**src/verilog/wwdt_pkg.sv**
```systemverilog
// constants shared by the windowed watchdog timer and its tick counter
// assumes one system clock; the counting clock arrives as a sampled input
package wwdt_pkg;
    localparam int SEL_W = 4;
    localparam int CNT_W = 16;
    localparam logic [7:0] KICK_KEY = 8'ha5;
    localparam int PERIOD_COUNT = 12;
    localparam logic [SEL_W-1:0] SEL_MAX = SEL_W'(PERIOD_COUNT - 1);
    localparam int PERIOD_MIN_MS = 8;
    localparam int PERIOD_MAX_S = 16;
    localparam int COUNT_RATE_HZ = 1000;
    // shortest period in counting-clock ticks, rounded up
    localparam int MIN_TICKS = (PERIOD_MIN_MS * COUNT_RATE_HZ + 999) / 1000;
    localparam logic RST_IRQ_EN = 1'b0;
    localparam logic [7:0] RST_KICK = 8'h00;
    localparam logic [SEL_W-1:0] RST_SEL = 4'h0;
endpackage

```
**src/verilog/wwdt_cnt_if.sv**
```systemverilog
// bundle between the watchdog control logic and its tick counter
// assumes both ends sit on the same system clock
`timescale 1ns/10ps
interface wwdt_cnt_if #(parameter int CNT_W = wwdt_pkg::CNT_W);
    logic step;
    logic clear;
    logic window_mode;
    logic [wwdt_pkg::SEL_W-1:0] period_sel;
    logic [wwdt_pkg::SEL_W-1:0] window_sel;
    logic [wwdt_pkg::SEL_W-1:0] offset_sel;
    logic in_closed;
    logic expire;
    logic warn_hit;
    logic [CNT_W-1:0] count;
    modport ctl (output step, clear, window_mode, period_sel, window_sel,
        offset_sel, input in_closed, expire, warn_hit, count);
    modport cnt (input step, clear, window_mode, period_sel, window_sel,
        offset_sel, output in_closed, expire, warn_hit, count);
endinterface

```
**src/verilog/wwdt_counter.sv**
```systemverilog
// tick counter of the watchdog: period decode, window and warning compares
// assumes step is a one-cycle pulse per counting-clock edge
`timescale 1ns/10ps
module wwdt_counter #(
    parameter int CNT_W = wwdt_pkg::CNT_W,
    parameter int MIN_TICKS = wwdt_pkg::MIN_TICKS
) (
    input wire logic i_clk,
    input wire logic i_srst,
    wwdt_cnt_if.cnt c
);
    logic [CNT_W-1:0] count;
    logic [CNT_W-1:0] closed_len;
    logic [CNT_W-1:0] total_len;
    logic [CNT_W-1:0] warn_at;
    logic [CNT_W-1:0] next_count;

    if (MIN_TICKS < 1 ||
        CNT_W < $clog2(MIN_TICKS) + wwdt_pkg::PERIOD_COUNT + 1) begin : g_bad
        $error("wwdt_counter: counter too narrow for the longest period");
    end

    // out-of-range selects clamp to the longest period
    function automatic logic [CNT_W-1:0] span(
        input logic [wwdt_pkg::SEL_W-1:0] sel);
        logic [wwdt_pkg::SEL_W-1:0] s;
        s = (sel > wwdt_pkg::SEL_MAX) ? wwdt_pkg::SEL_MAX : sel;
        return CNT_W'(MIN_TICKS) << s;
    endfunction

    assign closed_len = c.window_mode ? span(c.window_sel) : '0;
    assign total_len = closed_len + span(c.period_sel);
    assign warn_at = c.window_mode ? closed_len : span(c.offset_sel);
    assign next_count = count + CNT_W'(1);
    assign c.in_closed = c.window_mode && (count < closed_len);
    assign c.expire = c.step && (next_count == total_len);
    // an offset past the timeout never fires: the reset comes first
    assign c.warn_hit = c.step && (next_count == warn_at);
    assign c.count = count;

    always_ff @(posedge i_clk) begin
        if (i_srst || c.clear) begin
            count <= '0;
        end else if (c.step) begin
            count <= next_count;
        end
    end

    clear_zero_a: assert property (@(posedge i_clk) disable iff (i_srst)
        c.clear |=> count == '0)
        else $error("count not zero after clear");

    count_step_a: assert property (@(posedge i_clk) disable iff (i_srst)
        (c.step && !c.clear) |=> count == $past(count) + CNT_W'(1))
        else $error("count did not advance on step");
endmodule // wwdt_counter

```
**src/verilog/wwdt_top.sv**
```systemverilog
// windowed watchdog timer: settings, write synchronization, kick and reset
// assumes all inputs synchronous to i_clk, i_count_clk a slow sampled level
`timescale 1ns/10ps
module wwdt_top #(
    parameter int CNT_W = wwdt_pkg::CNT_W,
    parameter int MIN_TICKS = wwdt_pkg::MIN_TICKS
) (
    input wire logic i_clk,
    input wire logic i_srst,
    input wire logic i_count_clk,
    input wire logic i_debug_halt,
    input wire logic i_access_lock,
    input wire logic i_row_enable,
    input wire logic i_row_wen,
    input wire logic i_row_persistent_run_lock,
    input wire logic [wwdt_pkg::SEL_W-1:0] i_row_window,
    input wire logic [wwdt_pkg::SEL_W-1:0] i_row_period,
    input wire logic [wwdt_pkg::SEL_W-1:0] i_row_offset,
    input wire logic i_ctrl_wr,
    input wire logic i_ctrl_enable,
    input wire logic i_ctrl_wen,
    input wire logic i_ctrl_persistent_run_lock,
    input wire logic i_cfg_wr,
    input wire logic [wwdt_pkg::SEL_W-1:0] i_cfg_window,
    input wire logic [wwdt_pkg::SEL_W-1:0] i_cfg_period,
    input wire logic i_warn_wr,
    input wire logic [wwdt_pkg::SEL_W-1:0] i_warn_offset,
    input wire logic i_irq_set,
    input wire logic i_irq_clr,
    input wire logic i_flag_clr,
    input wire logic i_kick_wr,
    input wire logic [7:0] i_kick_data,
    output logic o_enable,
    output logic o_wen,
    output logic o_persistent_run_lock,
    output logic [wwdt_pkg::SEL_W-1:0] o_window_sel,
    output logic [wwdt_pkg::SEL_W-1:0] o_period_sel,
    output logic [wwdt_pkg::SEL_W-1:0] o_offset_sel,
    output logic o_irq_en,
    output logic o_warn_flag,
    output logic o_sync_busy,
    output logic o_running,
    output logic o_irq,
    output logic o_sys_reset
);
    localparam int SW = wwdt_pkg::SEL_W;

    wwdt_cnt_if #(.CNT_W(CNT_W)) cif ();

    wwdt_counter #(.CNT_W(CNT_W), .MIN_TICKS(MIN_TICKS)) u_counter (
        .i_clk(i_clk),
        .i_srst(i_srst),
        .c(cif.cnt)
    );

    logic row_loaded;
    logic cclk_prev;
    logic pend_ctrl;
    logic pend_cfg;
    logic pend_warn;
    logic pend_kick;
    logic [7:0] kick_key;
    logic act_enable;
    logic act_wen;
    logic act_persistent_run_lock;
    logic [SW-1:0] act_window;
    logic [SW-1:0] act_period;
    logic [SW-1:0] act_offset;

    // counting-clock edge, seen as a one-cycle tick in the system clock
    wire tick = i_count_clk && !cclk_prev;

    // write acceptance: user row must be loaded, no sync in flight, no lock; interrupt-enable strobes need only no lock
    wire wr_open = row_loaded && !o_sync_busy && !i_access_lock;
    wire ctrl_take = i_ctrl_wr && wr_open;
    wire cfg_take = i_cfg_wr && wr_open && !o_enable && !o_persistent_run_lock;
    wire warn_take = i_warn_wr && wr_open && !o_enable && !o_persistent_run_lock;
    wire kick_take = i_kick_wr && wr_open;
    wire irq_set_ok = i_irq_set && !i_access_lock;
    wire irq_clr_ok = i_irq_clr && !i_access_lock;

    // enable writes are ignored once always-on is set
    wire ctrl_enable_val = o_persistent_run_lock ? o_enable : i_ctrl_enable;
    // window enable: protected while enabled, but free under always-on
    wire wen_open = o_persistent_run_lock || !o_enable;
    wire ctrl_wen_val = wen_open ? i_ctrl_wen : o_wen;
    // always-on only sets, and only while disabled
    wire ctrl_on_val = o_persistent_run_lock || (i_ctrl_persistent_run_lock && !o_enable);

    wire next_enable = !row_loaded ? i_row_enable :
        ctrl_take ? ctrl_enable_val : o_enable;
    wire next_wen = !row_loaded ? i_row_wen :
        ctrl_take ? ctrl_wen_val : o_wen;
    wire next_persistent_run_lock = !row_loaded ? i_row_persistent_run_lock :
        ctrl_take ? ctrl_on_val : o_persistent_run_lock;
    wire [SW-1:0] next_window = !row_loaded ? i_row_window :
        cfg_take ? i_cfg_window : o_window_sel;
    wire [SW-1:0] next_period = !row_loaded ? i_row_period :
        cfg_take ? i_cfg_period : o_period_sel;
    wire [SW-1:0] next_offset = !row_loaded ? i_row_offset :
        warn_take ? i_warn_offset : o_offset_sel;

    // crossing writes are held pending and commit on the next tick, a kick on the next one outside debug halt
    wire ctrl_commit = tick && pend_ctrl;
    wire cfg_commit = tick && pend_cfg;
    wire warn_commit = tick && pend_warn;
    wire kick_done = tick && !i_debug_halt;
    wire next_pend_ctrl = ctrl_take || (pend_ctrl && !tick);
    wire next_pend_cfg = cfg_take || (pend_cfg && !tick);
    wire next_pend_warn = warn_take || (pend_warn && !tick);
    wire next_pend_kick = kick_take || (pend_kick && !kick_done);
    // a disable in flight keeps busy high, so protected writes wait it out
    wire next_busy = next_pend_ctrl || next_pend_cfg ||
        next_pend_warn || next_pend_kick;

    wire running = act_enable || act_persistent_run_lock;
    wire next_running = ctrl_commit ? (o_enable || o_persistent_run_lock) : running;
    wire kick_apply = kick_done && pend_kick && running && !o_sys_reset;
    wire key_good = (kick_key == wwdt_pkg::KICK_KEY);
    wire kick_ok = key_good && !cif.in_closed;
    wire kick_bad = kick_apply && !kick_ok;

    assign cif.window_mode = act_wen;
    assign cif.period_sel = act_period;
    assign cif.window_sel = act_window;
    assign cif.offset_sel = act_offset;
    // stopped or freshly enabled counters sit at zero
    assign cif.clear = !running || (kick_apply && kick_ok);
    assign cif.step = tick && running && !i_debug_halt &&
        !o_sys_reset && !kick_apply;

    wire fault = cif.expire || kick_bad;
    wire next_sys_reset = o_sys_reset || fault;
    // a new warning wins over a clear in the same cycle
    wire next_flag = cif.warn_hit || (o_warn_flag && !i_flag_clr);
    wire next_irq_en = irq_set_ok || (o_irq_en && !irq_clr_ok);
    wire next_irq = next_flag && next_irq_en;

    // the row is read on the first edge after reset release
    always_ff @(posedge i_clk) begin
        if (i_srst) begin
            row_loaded <= 1'b0;
            // follow the pin so a high level at release is no edge
            cclk_prev <= i_count_clk;
        end else begin
            row_loaded <= 1'b1;
            cclk_prev <= i_count_clk;
        end
    end

    // visible settings read back the written value at once
    always_ff @(posedge i_clk) begin
        if (i_srst) begin
            o_enable <= 1'b0;
            o_wen <= 1'b0;
            o_persistent_run_lock <= 1'b0;
        end else begin
            o_enable <= next_enable;
            o_wen <= next_wen;
            o_persistent_run_lock <= next_persistent_run_lock;
        end
    end

    always_ff @(posedge i_clk) begin
        if (i_srst) begin
            o_window_sel <= wwdt_pkg::RST_SEL;
            o_period_sel <= wwdt_pkg::RST_SEL;
            o_offset_sel <= wwdt_pkg::RST_SEL;
        end else begin
            o_window_sel <= next_window;
            o_period_sel <= next_period;
            o_offset_sel <= next_offset;
        end
    end

    always_ff @(posedge i_clk) begin
        if (i_srst) begin
            pend_ctrl <= 1'b0;
            pend_cfg <= 1'b0;
            pend_warn <= 1'b0;
            pend_kick <= 1'b0;
            o_sync_busy <= 1'b0;
        end else begin
            pend_ctrl <= next_pend_ctrl;
            pend_cfg <= next_pend_cfg;
            pend_warn <= next_pend_warn;
            pend_kick <= next_pend_kick;
            o_sync_busy <= next_busy;
        end
    end

    always_ff @(posedge i_clk) begin
        if (i_srst) begin
            kick_key <= wwdt_pkg::RST_KICK;
        end else if (kick_take) begin
            kick_key <= i_kick_data;
        end
    end

    // working copies, used by the counter, change only on a tick or at the row load after reset
    always_ff @(posedge i_clk) begin
        if (i_srst) begin
            act_enable <= 1'b0;
            act_wen <= 1'b0;
            act_persistent_run_lock <= 1'b0;
        end else if (!row_loaded || ctrl_commit) begin
            act_enable <= next_enable;
            act_wen <= next_wen;
            act_persistent_run_lock <= next_persistent_run_lock;
        end
    end

    always_ff @(posedge i_clk) begin
        if (i_srst) begin
            act_window <= wwdt_pkg::RST_SEL;
            act_period <= wwdt_pkg::RST_SEL;
        end else if (!row_loaded || cfg_commit) begin
            act_window <= next_window;
            act_period <= next_period;
        end
    end

    always_ff @(posedge i_clk) begin
        if (i_srst) begin
            act_offset <= wwdt_pkg::RST_SEL;
        end else if (!row_loaded || warn_commit) begin
            act_offset <= next_offset;
        end
    end

    always_ff @(posedge i_clk) begin
        if (i_srst) begin
            o_irq_en <= wwdt_pkg::RST_IRQ_EN;
            o_warn_flag <= 1'b0;
            o_irq <= 1'b0;
            o_sys_reset <= 1'b0;
            o_running <= 1'b0;
        end else begin
            o_irq_en <= next_irq_en;
            o_warn_flag <= next_flag;
            o_irq <= next_irq;
            o_sys_reset <= next_sys_reset;
            o_running <= (!row_loaded) ? (i_row_enable || i_row_persistent_run_lock)
                : next_running;
        end
    end

    busy_set_a: assert property (@(posedge i_clk) disable iff (i_srst)
        (i_ctrl_wr && wr_open) |=> o_sync_busy)
        else $error("busy not raised after a control write");

    busy_stall_a: assert property (@(posedge i_clk) disable iff (i_srst)
        (o_sync_busy && i_cfg_wr) |=> $stable(o_period_sel))
        else $error("settings changed during a pending sync");

    cfg_guard_a: assert property (@(posedge i_clk) disable iff (i_srst)
        (row_loaded && o_enable) |=> $stable(o_window_sel))
        else $error("window setting changed while enabled");

    bad_key_a: assert property (@(posedge i_clk) disable iff (i_srst)
        (kick_apply && kick_key != wwdt_pkg::KICK_KEY)
        |=> o_sys_reset)
        else $error("wrong key did not reset the system");

    early_kick_a: assert property (@(posedge i_clk) disable iff (i_srst)
        (kick_apply && act_wen && cif.in_closed) |=> o_sys_reset)
        else $error("kick in closed window did not reset");

    halt_freeze_a: assert property (@(posedge i_clk) disable iff (i_srst)
        i_debug_halt |=> $stable(cif.count))
        else $error("count moved during debug halt");

    stopped_a: assert property (@(posedge i_clk) disable iff (i_srst)
        (!running && row_loaded) |=> cif.count == '0)
        else $error("stopped watchdog still counting");

    persistent_run_lock_hold_a: assert property (@(posedge i_clk) disable iff (i_srst)
        o_persistent_run_lock |=> o_persistent_run_lock && o_enable == $past(o_enable))
        else $error("always-on dropped or enable changed");

    cfg_frozen_a: assert property (@(posedge i_clk) disable iff (i_srst)
        o_persistent_run_lock |=> $stable(o_period_sel) && $stable(o_offset_sel))
        else $error("settings changed under always-on");

    irq_level_a: assert property (@(posedge i_clk) disable iff (i_srst)
        o_irq == (o_warn_flag && o_irq_en))
        else $error("interrupt level disagrees with flag and enable");

    warn_flag_a: assert property (@(posedge i_clk) disable iff (i_srst)
        cif.warn_hit |=> o_warn_flag ##0 (o_irq == o_irq_en))
        else $error("warning hit did not set the flag");

    reset_sticky_a: assert property (@(posedge i_clk) disable iff (i_srst)
        o_sys_reset |=> o_sys_reset)
        else $error("reset request dropped before reset");

    expire_reset_a: assert property (@(posedge i_clk) disable iff (i_srst)
        cif.expire |=> o_sys_reset)
        else $error("timeout did not request a reset");

    kick_restart_a: assert property (@(posedge i_clk) disable iff (i_srst)
        (kick_apply && kick_ok) |=> cif.count == '0)
        else $error("accepted kick did not restart the count");

    lock_hold_a: assert property (@(posedge i_clk) disable iff (i_srst)
        (row_loaded && i_access_lock)
        |=> $stable(o_enable) && $stable(o_irq_en))
        else $error("locked setting changed");

    flag_clear_a: assert property (@(posedge i_clk) disable iff (i_srst)
        (i_flag_clr && !cif.warn_hit) |=> !o_warn_flag)
        else $error("warning flag not cleared");

    irq_reset_a: assert property (@(posedge i_clk) disable iff (i_srst)
        $fell(i_srst) |-> !o_irq_en)
        else $error("warning interrupt enabled out of reset");

    irq_set_a: assert property (@(posedge i_clk) disable iff (i_srst)
        irq_set_ok |=> o_irq_en)
        else $error("enable-set strobe ignored");

    irq_clear_a: assert property (@(posedge i_clk) disable iff (i_srst)
        (irq_clr_ok && !irq_set_ok) |=> !o_irq_en)
        else $error("enable-clear strobe ignored");

    row_load_a: assert property (@(posedge i_clk) disable iff (i_srst)
        !row_loaded |=> o_enable == $past(i_row_enable)
        && o_period_sel == $past(i_row_period))
        else $error("user row values not loaded");

    ao_window_a: assert property (@(posedge i_clk) disable iff (i_srst)
        (ctrl_take && o_persistent_run_lock) |=> o_wen == $past(i_ctrl_wen))
        else $error("window enable not writable under always-on");

    tick_commit_a: assert property (@(posedge i_clk) disable iff (i_srst)
        (row_loaded && !tick) |=> $stable(o_running))
        else $error("run state changed off a counting edge");

    busy_hold_a: assert property (@(posedge i_clk) disable iff (i_srst)
        (o_sync_busy && !tick) |=> o_sync_busy)
        else $error("busy cleared without a counting edge");

    halt_kick_a: assert property (@(posedge i_clk) disable iff (i_srst)
        (i_debug_halt && pend_kick) |=> pend_kick)
        else $error("kick applied during debug halt");
endmodule // wwdt_top

```
**config.mk**
```make
export PLATFORM = sky130hd
export DESIGN_NAME = wwdt_top
export DESIGN_NICKNAME = d
export VERILOG_FILES = /design/src/verilog/wwdt_pkg.sv /design/src/verilog/wwdt_cnt_if.sv /design/src/verilog/wwdt_counter.sv /design/src/verilog/wwdt_top.sv
export SDC_FILE = /design/constraint.sdc
export NUM_CORES = 1
export LEC_CHECK = 0
export BUFFER_PORTS_ARGS = -buffer_cell sky130_fd_sc_hd__buf_2
export CORE_ASPECT_RATIO = 1.25
export CORE_MARGIN = 1.5
export CORE_UTILIZATION = 40
export CTS_CLUSTER_DIAMETER = 30
export DETAILED_ROUTE_END_ITERATION = 8
export PLACE_DENSITY = 0.6
export SYNTH_ARGS = -nofsm -noshare
export SYNTH_HDL_FRONTEND = slang
export SYNTH_SLANG_ARGS = --single-unit
export TNS_END_PERCENT = 30
```
**constraint.sdc**
```tcl
create_clock -name i_clk -period 2.5 [get_ports i_clk]
set_input_delay 0.125 -clock i_clk [delete_from_list [all_inputs] [get_ports i_clk]]
set_output_delay 0.125 -clock i_clk [all_outputs]
set_load 0.02 [all_outputs]
```
==> flow_summary.ini, run 1 <==
[worst_hold_path]
hold_start = i_kick_data[5]
hold_path.class = input pin to flip-flop
hold_depth = 3
min_to = kick_key[5]$_SDFFE_PP0P_

[floorplan]
core_area_um2 = 10600
start_util = 0.411
die-area_um2 = 11600
io_pins = 71
die_y_um = 120
dieWidth_um = 96.5
rows = 42

[worst_setup_path]
crit_path_end_kind = flip-flop
crit_fanout = 4
start_kind = flip-flop
rrSetupSlack_ns = -0.20
path_class = flip-flop to flip-flop
reg2reg_from = act_window[2]$_SDFFE_PP0P_
r2r-end = o_sys_reset$_SDFF_PP0_
cp.arrival_ns = 2.92
worstRegToRegCells = 14
crit_required_ns = 2.72

[timing]
rsz0062_at_grt = yes
finalWorstSetupSlack_ns = -0.203
layout_min_cycle_time_ns = 2.70
whs_ns = 0.0385
setup_viol = 1
slew_headroom = 0.621
slew_violations = 0
fin_crit_sh = 1.08
fin_skew_ns = 0.00552
hold_viol = 0
fmax_mhz = 370
worst_pin_slew_ns = 0.568

[grt]
grt.total_usage = 0.208
grt.overflow.total = 0
grt_pass1_vias = 4061
antenna_found_initial = 0
grt_max_degree = 45
grt_pass1_wl_mm = 18.7

[layout]
n_antenna_cell = 0
mostFrequentLayoutCell = buf_2
nNetsFinal = 748
drive_gt1_frac = 0.258
design_area_um2 = 5570
area_delta_synth_final_pct = 27.5
utilization = 0.525
fin_cells = 806
final_cell_mix = buf_2, nand2_1, nor2_1

[clocking]
clkLatencyLatePin_ns = 0.33
cts.sinks = 66
htreeDepth = 3
numCtsBuffers = 9
clock-root-buffer = clkbuf_16
clkTransAtPathRegs_ns = 0.05
cts_tree = built
clock_path_buffers = 2

[logic_synthesis]
netlist_area_um2 = 4370
synth_top_family_by_area = simple AND/OR/NAND/NOR gates
syn_area_per_cell_um2 = 7.87
synth.distinct_cells = 52
synth_top_area_frac = 0.303
yosys.area_share.xor_xnor = 0.126
yosys_warnings = 0
synthTopCellsByArea = dfxtp_1, ha_1, xnor2_1
yosys.area_share.simple = 0.265
synth_edf_count = 0
syn_nets = 633
synth_flop_cell = dfxtp_1
ys_seq_area_frac = 0.303
netlist_instances = 555
synth_seq_cells = 66
synth.largest_area_cell = dfxtp_1
synthAdderAreaFrac = 0.0819
synth-compound-area-share = 0.124
async_flop_share = 0
synth.mux.area_fraction = 0.0458

[power]
ir_worst_vdd_uv = 421
leakagePower_nw = 2.51
power-per-cell-area_nw_per_um2 = 488

[placed_design]
dp.cells = 784
dpl.hpwl_mm = 8.89
dp_slack_ns = -0.203
io_buffers = 70
placed_cell_area_um2 = 5130
gp_congestion = 0.914

[drt]
antenna_left = 0
vias = 4153
met1_length_mm = 4.71
firstDrtPassIters = 4
route.detailed.drc = 0
wire_per_inst_um = 13.8
totalWireLength_mm = 11.1
wl_met2_mm = 5.62
top_layer = met4
wl_met3_um = 369
drt_iter0_drc = 194
vias_per_cell = 5.15

[run]
maxCapViolations = 0

[run_status]
violations = negative setup slack
outcome = complete, but fails checks
cells in the mapped netlist, types with 12 or more instances:
master	n
a21oi_1	52
and2_1	16
clkbuf_1	15
dfxtp_1	66
ha_1	27
inv_1	24
mux2i_1	20
nand2_1	69
nand3_1	20
nor2_1	67
nor3_1	12
o21ai_0	17
xnor2_1	38
xor2_1	23
registers in the layout, summed over array words and instances (netlist names), 4 cells and up:
| register | cells |
|---|---|
| kick_key | 8 |
| o_window_sel | 4 |
| o_period_sel | 4 |
| o_offset_sel | 4 |
| act_period | 4 |
| u_counter.c.count | 16 |
| act_offset | 4 |
| act_window | 4 |
layer usage:
layer / GRT usage / vias up
met5: 0 / -
met4: 0.0960 / 0
met3: 0.0304 / 34
met1: 0.249 / 1896
met2: 0.357 / 108
li1: - / 2115
logic make-up (layout without fill, tap and decap cells):
kind of cell | after synthesis | in the layout
and+or+nand+nor | 236 | 236
AOI/OAI and AO/OA | 96 | 96
DFF | 66 | 66
xor gates and xnor gates | 62 | 62
buffers and inverters | 46 | 165
adders and majority gates | 28 | 28
muxes | 20 | 20
other | 1 | 1
worst max-delay path: stages (launching register included):
cell,delay [ns]
dfxtp_2,0.34
nor3b_4,0.24
nand2_1,0.11
inv_1,0.06
ha_2,0.17
inv_2,0.04
fa_2,0.36
nand2b_4,0.17
a21oi_4,0.14
nor4_2,0.06
nor2_1,0.14
a311o_1,0.25
a31oi_2,0.11
xnor2_1,0.14
a41o_1,0.24
report_power, final:
part	total (mW)	switching [mW]	internal, mW	leakage [nW]
combinational	0.434	0.236	0.198	1.84
sequential	1.14	0.0381	1.10	0.542
clock	1.14	0.428	0.717	0.132
total	2.72	0.701	2.02	2.51
per-stage QoR:
step | total power, mW | TNS (ns)
after global placement | 1.57 | -0.125
after global routing | 2.84 | -0.341
after floorplan | 1.42 | -0.0196
after CTS | 2.74 | -0.117
final | 2.72 | -0.203
after detailed placement | 1.57 | -0.203
how the worst max path moves through the flow:
stage	cells after the start	slack, ns	to	from
final	14	-0.20	o_sys_reset$_SDFF_PP0_	act_window[2]$_SDFFE_PP0P_
after global routing	14	-0.34	o_sys_reset$_SDFF_PP0_	act_window[2]$_SDFFE_PP0P_
after CTS	14	-0.12	o_sys_reset$_SDFF_PP0_	act_window[3]$_SDFFE_PP0P_
after detailed placement	12	-0.20	o_sys_reset$_SDFF_PP0_	act_period[1]$_SDFFE_PP0P_
after global placement	12	-0.12	o_sys_reset$_SDFF_PP0_	act_period[1]$_SDFFE_PP0P_
after floorplan	15	-0.02	o_sys_reset$_SDFF_PP0_	act_wen$_SDFFE_PP0P_
what timing repair did:
| action | in CTS | in global routing |
|---|---|---|
| gates cloned | 0 | 1 |
| endpoints found under the hold margin | 1 | 0 |
| endpoints found under the setup margin | 2 | 19 |
| gates resized for setup | 16 | 17 |
| pin swaps | 11 | 10 |
| buffers inserted | 4 | 1 |
| hold buffers | 1 | 0 |
area by class of cell:
| class | count | area [µm²] |
|---|---|---|
| flip-flops and latches | 66 | 1330 |
| inverters | 24 | 90.1 |
| fillers | 1056 | 5050 |
| clock buffers | 13 | 260 |
| multi-input cells | 443 | 2940 |
| well taps | 132 | 165 |
| repair buffers | 126 | 777 |
| clock inverters | 2 | 12.5 |
Note: power is estimated with default switching activity, not from simulation.
==> run 2, diff against run 1 <==
CORE_MARGIN = 2   (was 1.5)
==> run 2 against run 1 <==
Non-clock buffer count down 5. Critical path type unchanged. Worst hold slack worse by 0.0097 ns. Sequential cell count unchanged. Wire length up 1.4%. Sequential share of layout area up 0.14 points. Clock skew up 0.00053 ns. Total power up 7.8%. Highest routed layer unchanged. Critical path depth unchanged. Fmax up 2.8%. The flow still finishes with violations (negative setup slack). Die area up 1.9%. Register-to-register slack better by 0.07 ns.
==> flow_summary.ini, run 2 (synthesis results as in run 1) <==
[clocking]
cts_tree = built
clock-root-buffer = clkbuf_16
htreeDepth = 3
clock_path_buffers = 2
clkLatencyLatePin_ns = 0.34
numCtsBuffers = 9
cts.sinks = 66
clkTransAtPathRegs_ns = 0.06

[layout]
utilization = 0.522
multi_input_area_um2 = 2900
final_cell_mix = buf_2, nand2_1, nor2_1
nNetsFinal = 743
largest_register_ffs = 16
regMostFlops = u_counter.c.count
n_antenna_cell = 0
mostFrequentLayoutCell = buf_2
fill_cells = 1036
drive_gt1_frac = 0.249
reg_top3 = u_counter.c.count (16), kick_key (8)
area_delta_synth_final_pct = 27.0
seqCellArea_um2 = 1330

[grt]
grt_max_degree = 45
grt.total_usage = 0.194
antenna_found_initial = 0
grt_pass1_wl_mm = 18.3
grt_pass1_vias = 3919
grt.overflow.total = 0

[floorplan]
io_pins = 71
die-area_um2 = 11800
start_util = 0.411
die_y_um = 121
rows = 42
dieWidth_um = 97.5
core_area_um2 = 10600

[run_status]
outcome = complete, but fails checks
violations = negative setup slack

[worst_setup_path]
worstRegToRegCells = 14
crit_fanout = 4
crit_required_ns = 2.73
r2r-end = o_sys_reset$_SDFF_PP0_
critical_path.endpoint = o_sys_reset$_SDFF_PP0_
crit_start = act_wen$_SDFFE_PP0P_
path_class = flip-flop to flip-flop
reg2reg_from = act_wen$_SDFFE_PP0P_
cp.arrival_ns = 2.86
crit_path_end_kind = flip-flop
start_kind = flip-flop
rrSetupSlack_ns = -0.13

[timing]
rsz0062_at_grt = yes
setup_viol = 1
fin_crit_sh = 1.05
finalWorstSetupSlack_ns = -0.130
hold_viol = 0
fmax_mhz = 380
worst_pin_slew_ns = 0.602
slew_headroom = 0.598
layout_min_cycle_time_ns = 2.63
slew_violations = 0
whs_ns = 0.0288
fin_skew_ns = 0.00605

[power]
power-per-cell-area_nw_per_um2 = 529
ir_worst_vdd_uv = 513
leakagePower_nw = 2.51

[worst_hold_path]
hold_depth = 3
hold_path.class = input pin to flip-flop

[drt]
route.detailed.drc = 0
antenna_left = 0
totalWireLength_mm = 11.3
vias = 4058
wire_per_inst_um = 14.1
drt_iter0_drc = 141
firstDrtPassIters = 4
vias_per_cell = 5.06

[run]
maxCapViolations = 0

[placed_design]
dpl.hpwl_mm = 9.08
gp_congestion = 0.896
io_buffers = 70
[run 2: metrics by stage]
step / setup TNS, ns / std cells / worst slack [ns] / total power, mW / instance area [µm²]
floorplan: -0.0196 / 555 / -0.0196 / 1.42 / 4390
global placement: -0.124 / 784 / -0.124 / 1.56 / 5130
detailed placement: -0.204 / 784 / -0.204 / 1.57 / 5130
CTS: -0.0835 / 802 / -0.0835 / 2.95 / 5510
global route: -0.831 / 802 / -0.246 / 3.05 / 5550
finish: -0.130 / 802 / -0.130 / 2.93 / 5550
[run 2: power breakdown]
part	internal (mW)	switching [mW]
clock network	0.880	0.486
registers	1.10	0.0416
logic	0.193	0.227
[run 2: how the worst min path moves through the flow]
stage | start | end | slack, ns
2_1_floorplan | i_count_clk | cclk_prev$_DFF_P_ | 0.15
3_3_place_gp | i_count_clk | cclk_prev$_DFF_P_ | 0.25
3_5_place_dp | i_count_clk | cclk_prev$_DFF_P_ | 0.26
4_1_cts | i_kick_data[7] | kick_key[7]$_SDFFE_PP0P_ | 0.02
5_1_grt | i_kick_data[5] | kick_key[5]$_SDFFE_PP0P_ | 0.04
6_report | i_kick_data[7] | kick_key[7]$_SDFFE_PP0P_ | 0.03
[run 2: worst max-delay path: stages (launching register included)]
cell      delay (ns)
dfxtp_2         0.34
nor3b_4         0.24
nand2_1         0.10
inv_1           0.06
ha_2            0.18
inv_2           0.04
fa_2            0.34
nand2b_4        0.16
a21oi_4         0.14
nor4_1          0.06
nor2_1          0.16
a311o_1         0.23
xnor2_1         0.17
nor3_2          0.07
a41o_1          0.23
[run 2: timing repair]
item,4_1_cts,5_1_grt
hold buffers,1,0
buffers inserted,1,0
endpoints found under the setup margin,2,18
hold endpoints to repair,1,0
pin swaps,7,7
gates resized for setup,12,11
[run 2: area by class of cell]
cell class	instances	area share
clock inverter	7	0.0181
inverter	24	0.0162
sequential	66	0.240
timing repair buffer	121	0.133
clock buffer	9	0.0406
tap	132	0.0298
multi-input combinational	443	0.523
[run 2: routing by layer]
layer	GRT usage	part of all wire	routed length (µm)	vias up
li1	-	-	-	2108
met4	0.0738	0.026	297	0
met1	0.220	0.42	4720	1845
met5	0	0	0	-
met2	0.358	0.52	5870	82
met3	0.0358	0.034	387	23
==> run 3, diff against run 2 <==
==> constraint.sdc (replaced) <==
create_clock -name i_clk -period 2.5 [get_ports i_clk]
set_input_delay 0 -clock i_clk [delete_from_list [all_inputs] [get_ports i_clk]]
set_output_delay 0 -clock i_clk [all_outputs]
set_load 0.02 [all_outputs]
==> run 3 against run 2 <==
The flow still finishes with violations (negative setup slack). Combinational power up 3%. Wire length up 1.3%. Non-clock buffer count up 10. Clock-buffer cell count unchanged. Critical path depth unchanged. Worst setup slack worse by 0.0082 ns. Register-to-register slack about the same. Critical endpoint unchanged. Highest routed layer unchanged.
==> flow_summary.ini, run 3 (synthesis results as in run 1) <==
[run_status]
outcome = complete, but fails checks
violations = negative setup slack

[timing]
layout_min_cycle_time_ns = 2.64
setup_viol = 1
slew_violations = 0
rsz0062_at_grt = yes
worst_pin_slew_ns = 0.590
hold_viol = 0
slew_headroom = 0.605
fin_crit_sh = 1.06
setup_tns_ns = -0.139
whs_ns = 0.0306
fmax_mhz = 379
finalWorstSetupSlack_ns = -0.139
fin_skew_ns = 0.00520

[placed_design]
io_buffers = 70
dp.cells = 784
dpl.hpwl_mm = 9.08
gp_congestion = 0.896

[layout]
final_cell_mix = buf_2, nand2_1, nor2_1
utilization = 0.532
n_antenna_cell = 0
drive_gt1_frac = 0.246
area_delta_synth_final_pct = 29.3
nNetsFinal = 753
largest_register_ffs = 16
mostFrequentLayoutCell = buf_2
fin_cells = 812
reg_top3 = u_counter.c.count (16), kick_key (8)
regMostFlops = u_counter.c.count

[drt]
totalWireLength_mm = 11.4
vias = 4103
drt_iter0_drc = 178
wire_per_inst_um = 14.1
route.detailed.drc = 0
vias_per_cell = 5.05
antenna_left = 0
firstDrtPassIters = 6

[power]
power.internal_mw = 2.19
power_switching_mw = 0.756
p_seq_frac = 0.389
power.share.switching = 0.257
leakagePower_nw = 2.55
power.share.clock = 0.464
power_frac_comb = 0.147
finalPower_mw = 2.94
power-per-cell-area_nw_per_um2 = 521
ir_worst_vdd_uv = 510

[floorplan]
io_pins = 71
start_util = 0.411
core_area_um2 = 10600
die_y_um = 121
die-area_um2 = 11800
rows = 42
dieWidth_um = 97.5

[clocking]
numCtsBuffers = 9
clkTransAtPathRegs_ns = 0.05
cts.sinks = 66
htreeDepth = 3
clock-root-buffer = clkbuf_16
clkLatencyLatePin_ns = 0.34
clock_path_buffers = 2
cts_tree = built

[grt]
grt.overflow.total = 0
grt_max_degree = 45
grt_pass1_vias = 3954
antenna_found_initial = 0
grt_pass1_wl_mm = 18.5
grt.total_usage = 0.195

[worst_setup_path]
start_kind = flip-flop
crit_fanout = 4
crit_required_ns = 2.73
path_class = flip-flop to flip-flop
crit_path_end_kind = flip-flop
cp.arrival_ns = 2.86

[run]
maxCapViolations = 0

[worst_hold_path]
hold_path.class = input pin to flip-flop
## run 3: power groups by stage
stage	combinational (mW)	clock [mW]	sequential [mW]
after floorplan	0.238	0	1.18
after CTS	0.432	1.39	1.14
after global placement	0.405	0	1.16
after global routing	0.480	1.43	1.15
final	0.433	1.36	1.14
after detailed placement	0.411	0	1.16
## run 3: what timing repair did
| item | in CTS | in global routing |
|---|---|---|
| hold buffers | 11 | 0 |
| gates resized for setup | 12 | 11 |
| buffers inserted | 1 | 0 |
| endpoints found under the hold margin | 10 | 0 |
| endpoints found under the setup margin | 2 | 18 |
| pin swaps | 7 | 7 |
## run 3: path summary, 6_finish.rpt
kind / cells past startpoint / slack (ns) / end / from
setup reg to reg: 14 / -0.14 / o_sys_reset$_SDFF_PP0_ / act_wen$_SDFFE_PP0P_
setup / recovery: 14 / -0.14 / o_sys_reset$_SDFF_PP0_ / act_wen$_SDFFE_PP0P_
hold / removal: 3 / 0.03 / o_running$_SDFF_PP0_ / i_row_enable
hold reg to reg: 2 / 0.46 / kick_key[0]$_SDFFE_PP0P_ / kick_key[0]$_SDFFE_PP0P_
## run 3: layout make-up
| class | instances | area [µm²] |
|---|---|---|
| well taps | 132 | 165 |
| inverters | 24 | 90.1 |
| clock inverters | 7 | 100 |
| clock buffers | 9 | 225 |
| multi-input cells | 443 | 2900 |
| fillers | 1032 | 4970 |
| repair buffers | 131 | 836 |
| flip-flops and latches | 66 | 1330 |
## run 3: worst max-delay path, cell delays in order (launching register included)
cell,delay [ns]
dfxtp_2,0.34
nor3b_4,0.24
nand2_1,0.10
inv_1,0.06
ha_2,0.18
inv_2,0.04
fa_2,0.34
nand2b_4,0.16
a21oi_4,0.14
nor4_1,0.06
nor2_1,0.16
a311o_1,0.23
xnor2_1,0.17
nor3_2,0.07
a41o_1,0.23
## run 3: stage by stage
step / instance area (µm²) / worst slack [ns]
6_report: 5650 / -0.139
5_1_grt: 5650 / -0.246
3_5_place_dp: 5130 / -0.204
3_3_place_gp: 5130 / -0.124
4_1_cts: 5610 / -0.0835
2_1_floorplan: 4390 / -0.0196
## run 3: routing by layer
metal	global-route usage	vias to the layer above	share of wire
met5	0	-	0
met4	0.0738	0	0.027
met3	0.0358	24	0.034
met2	0.363	81	0.52
met1	0.221	1867	0.42
li1	-	2131	-
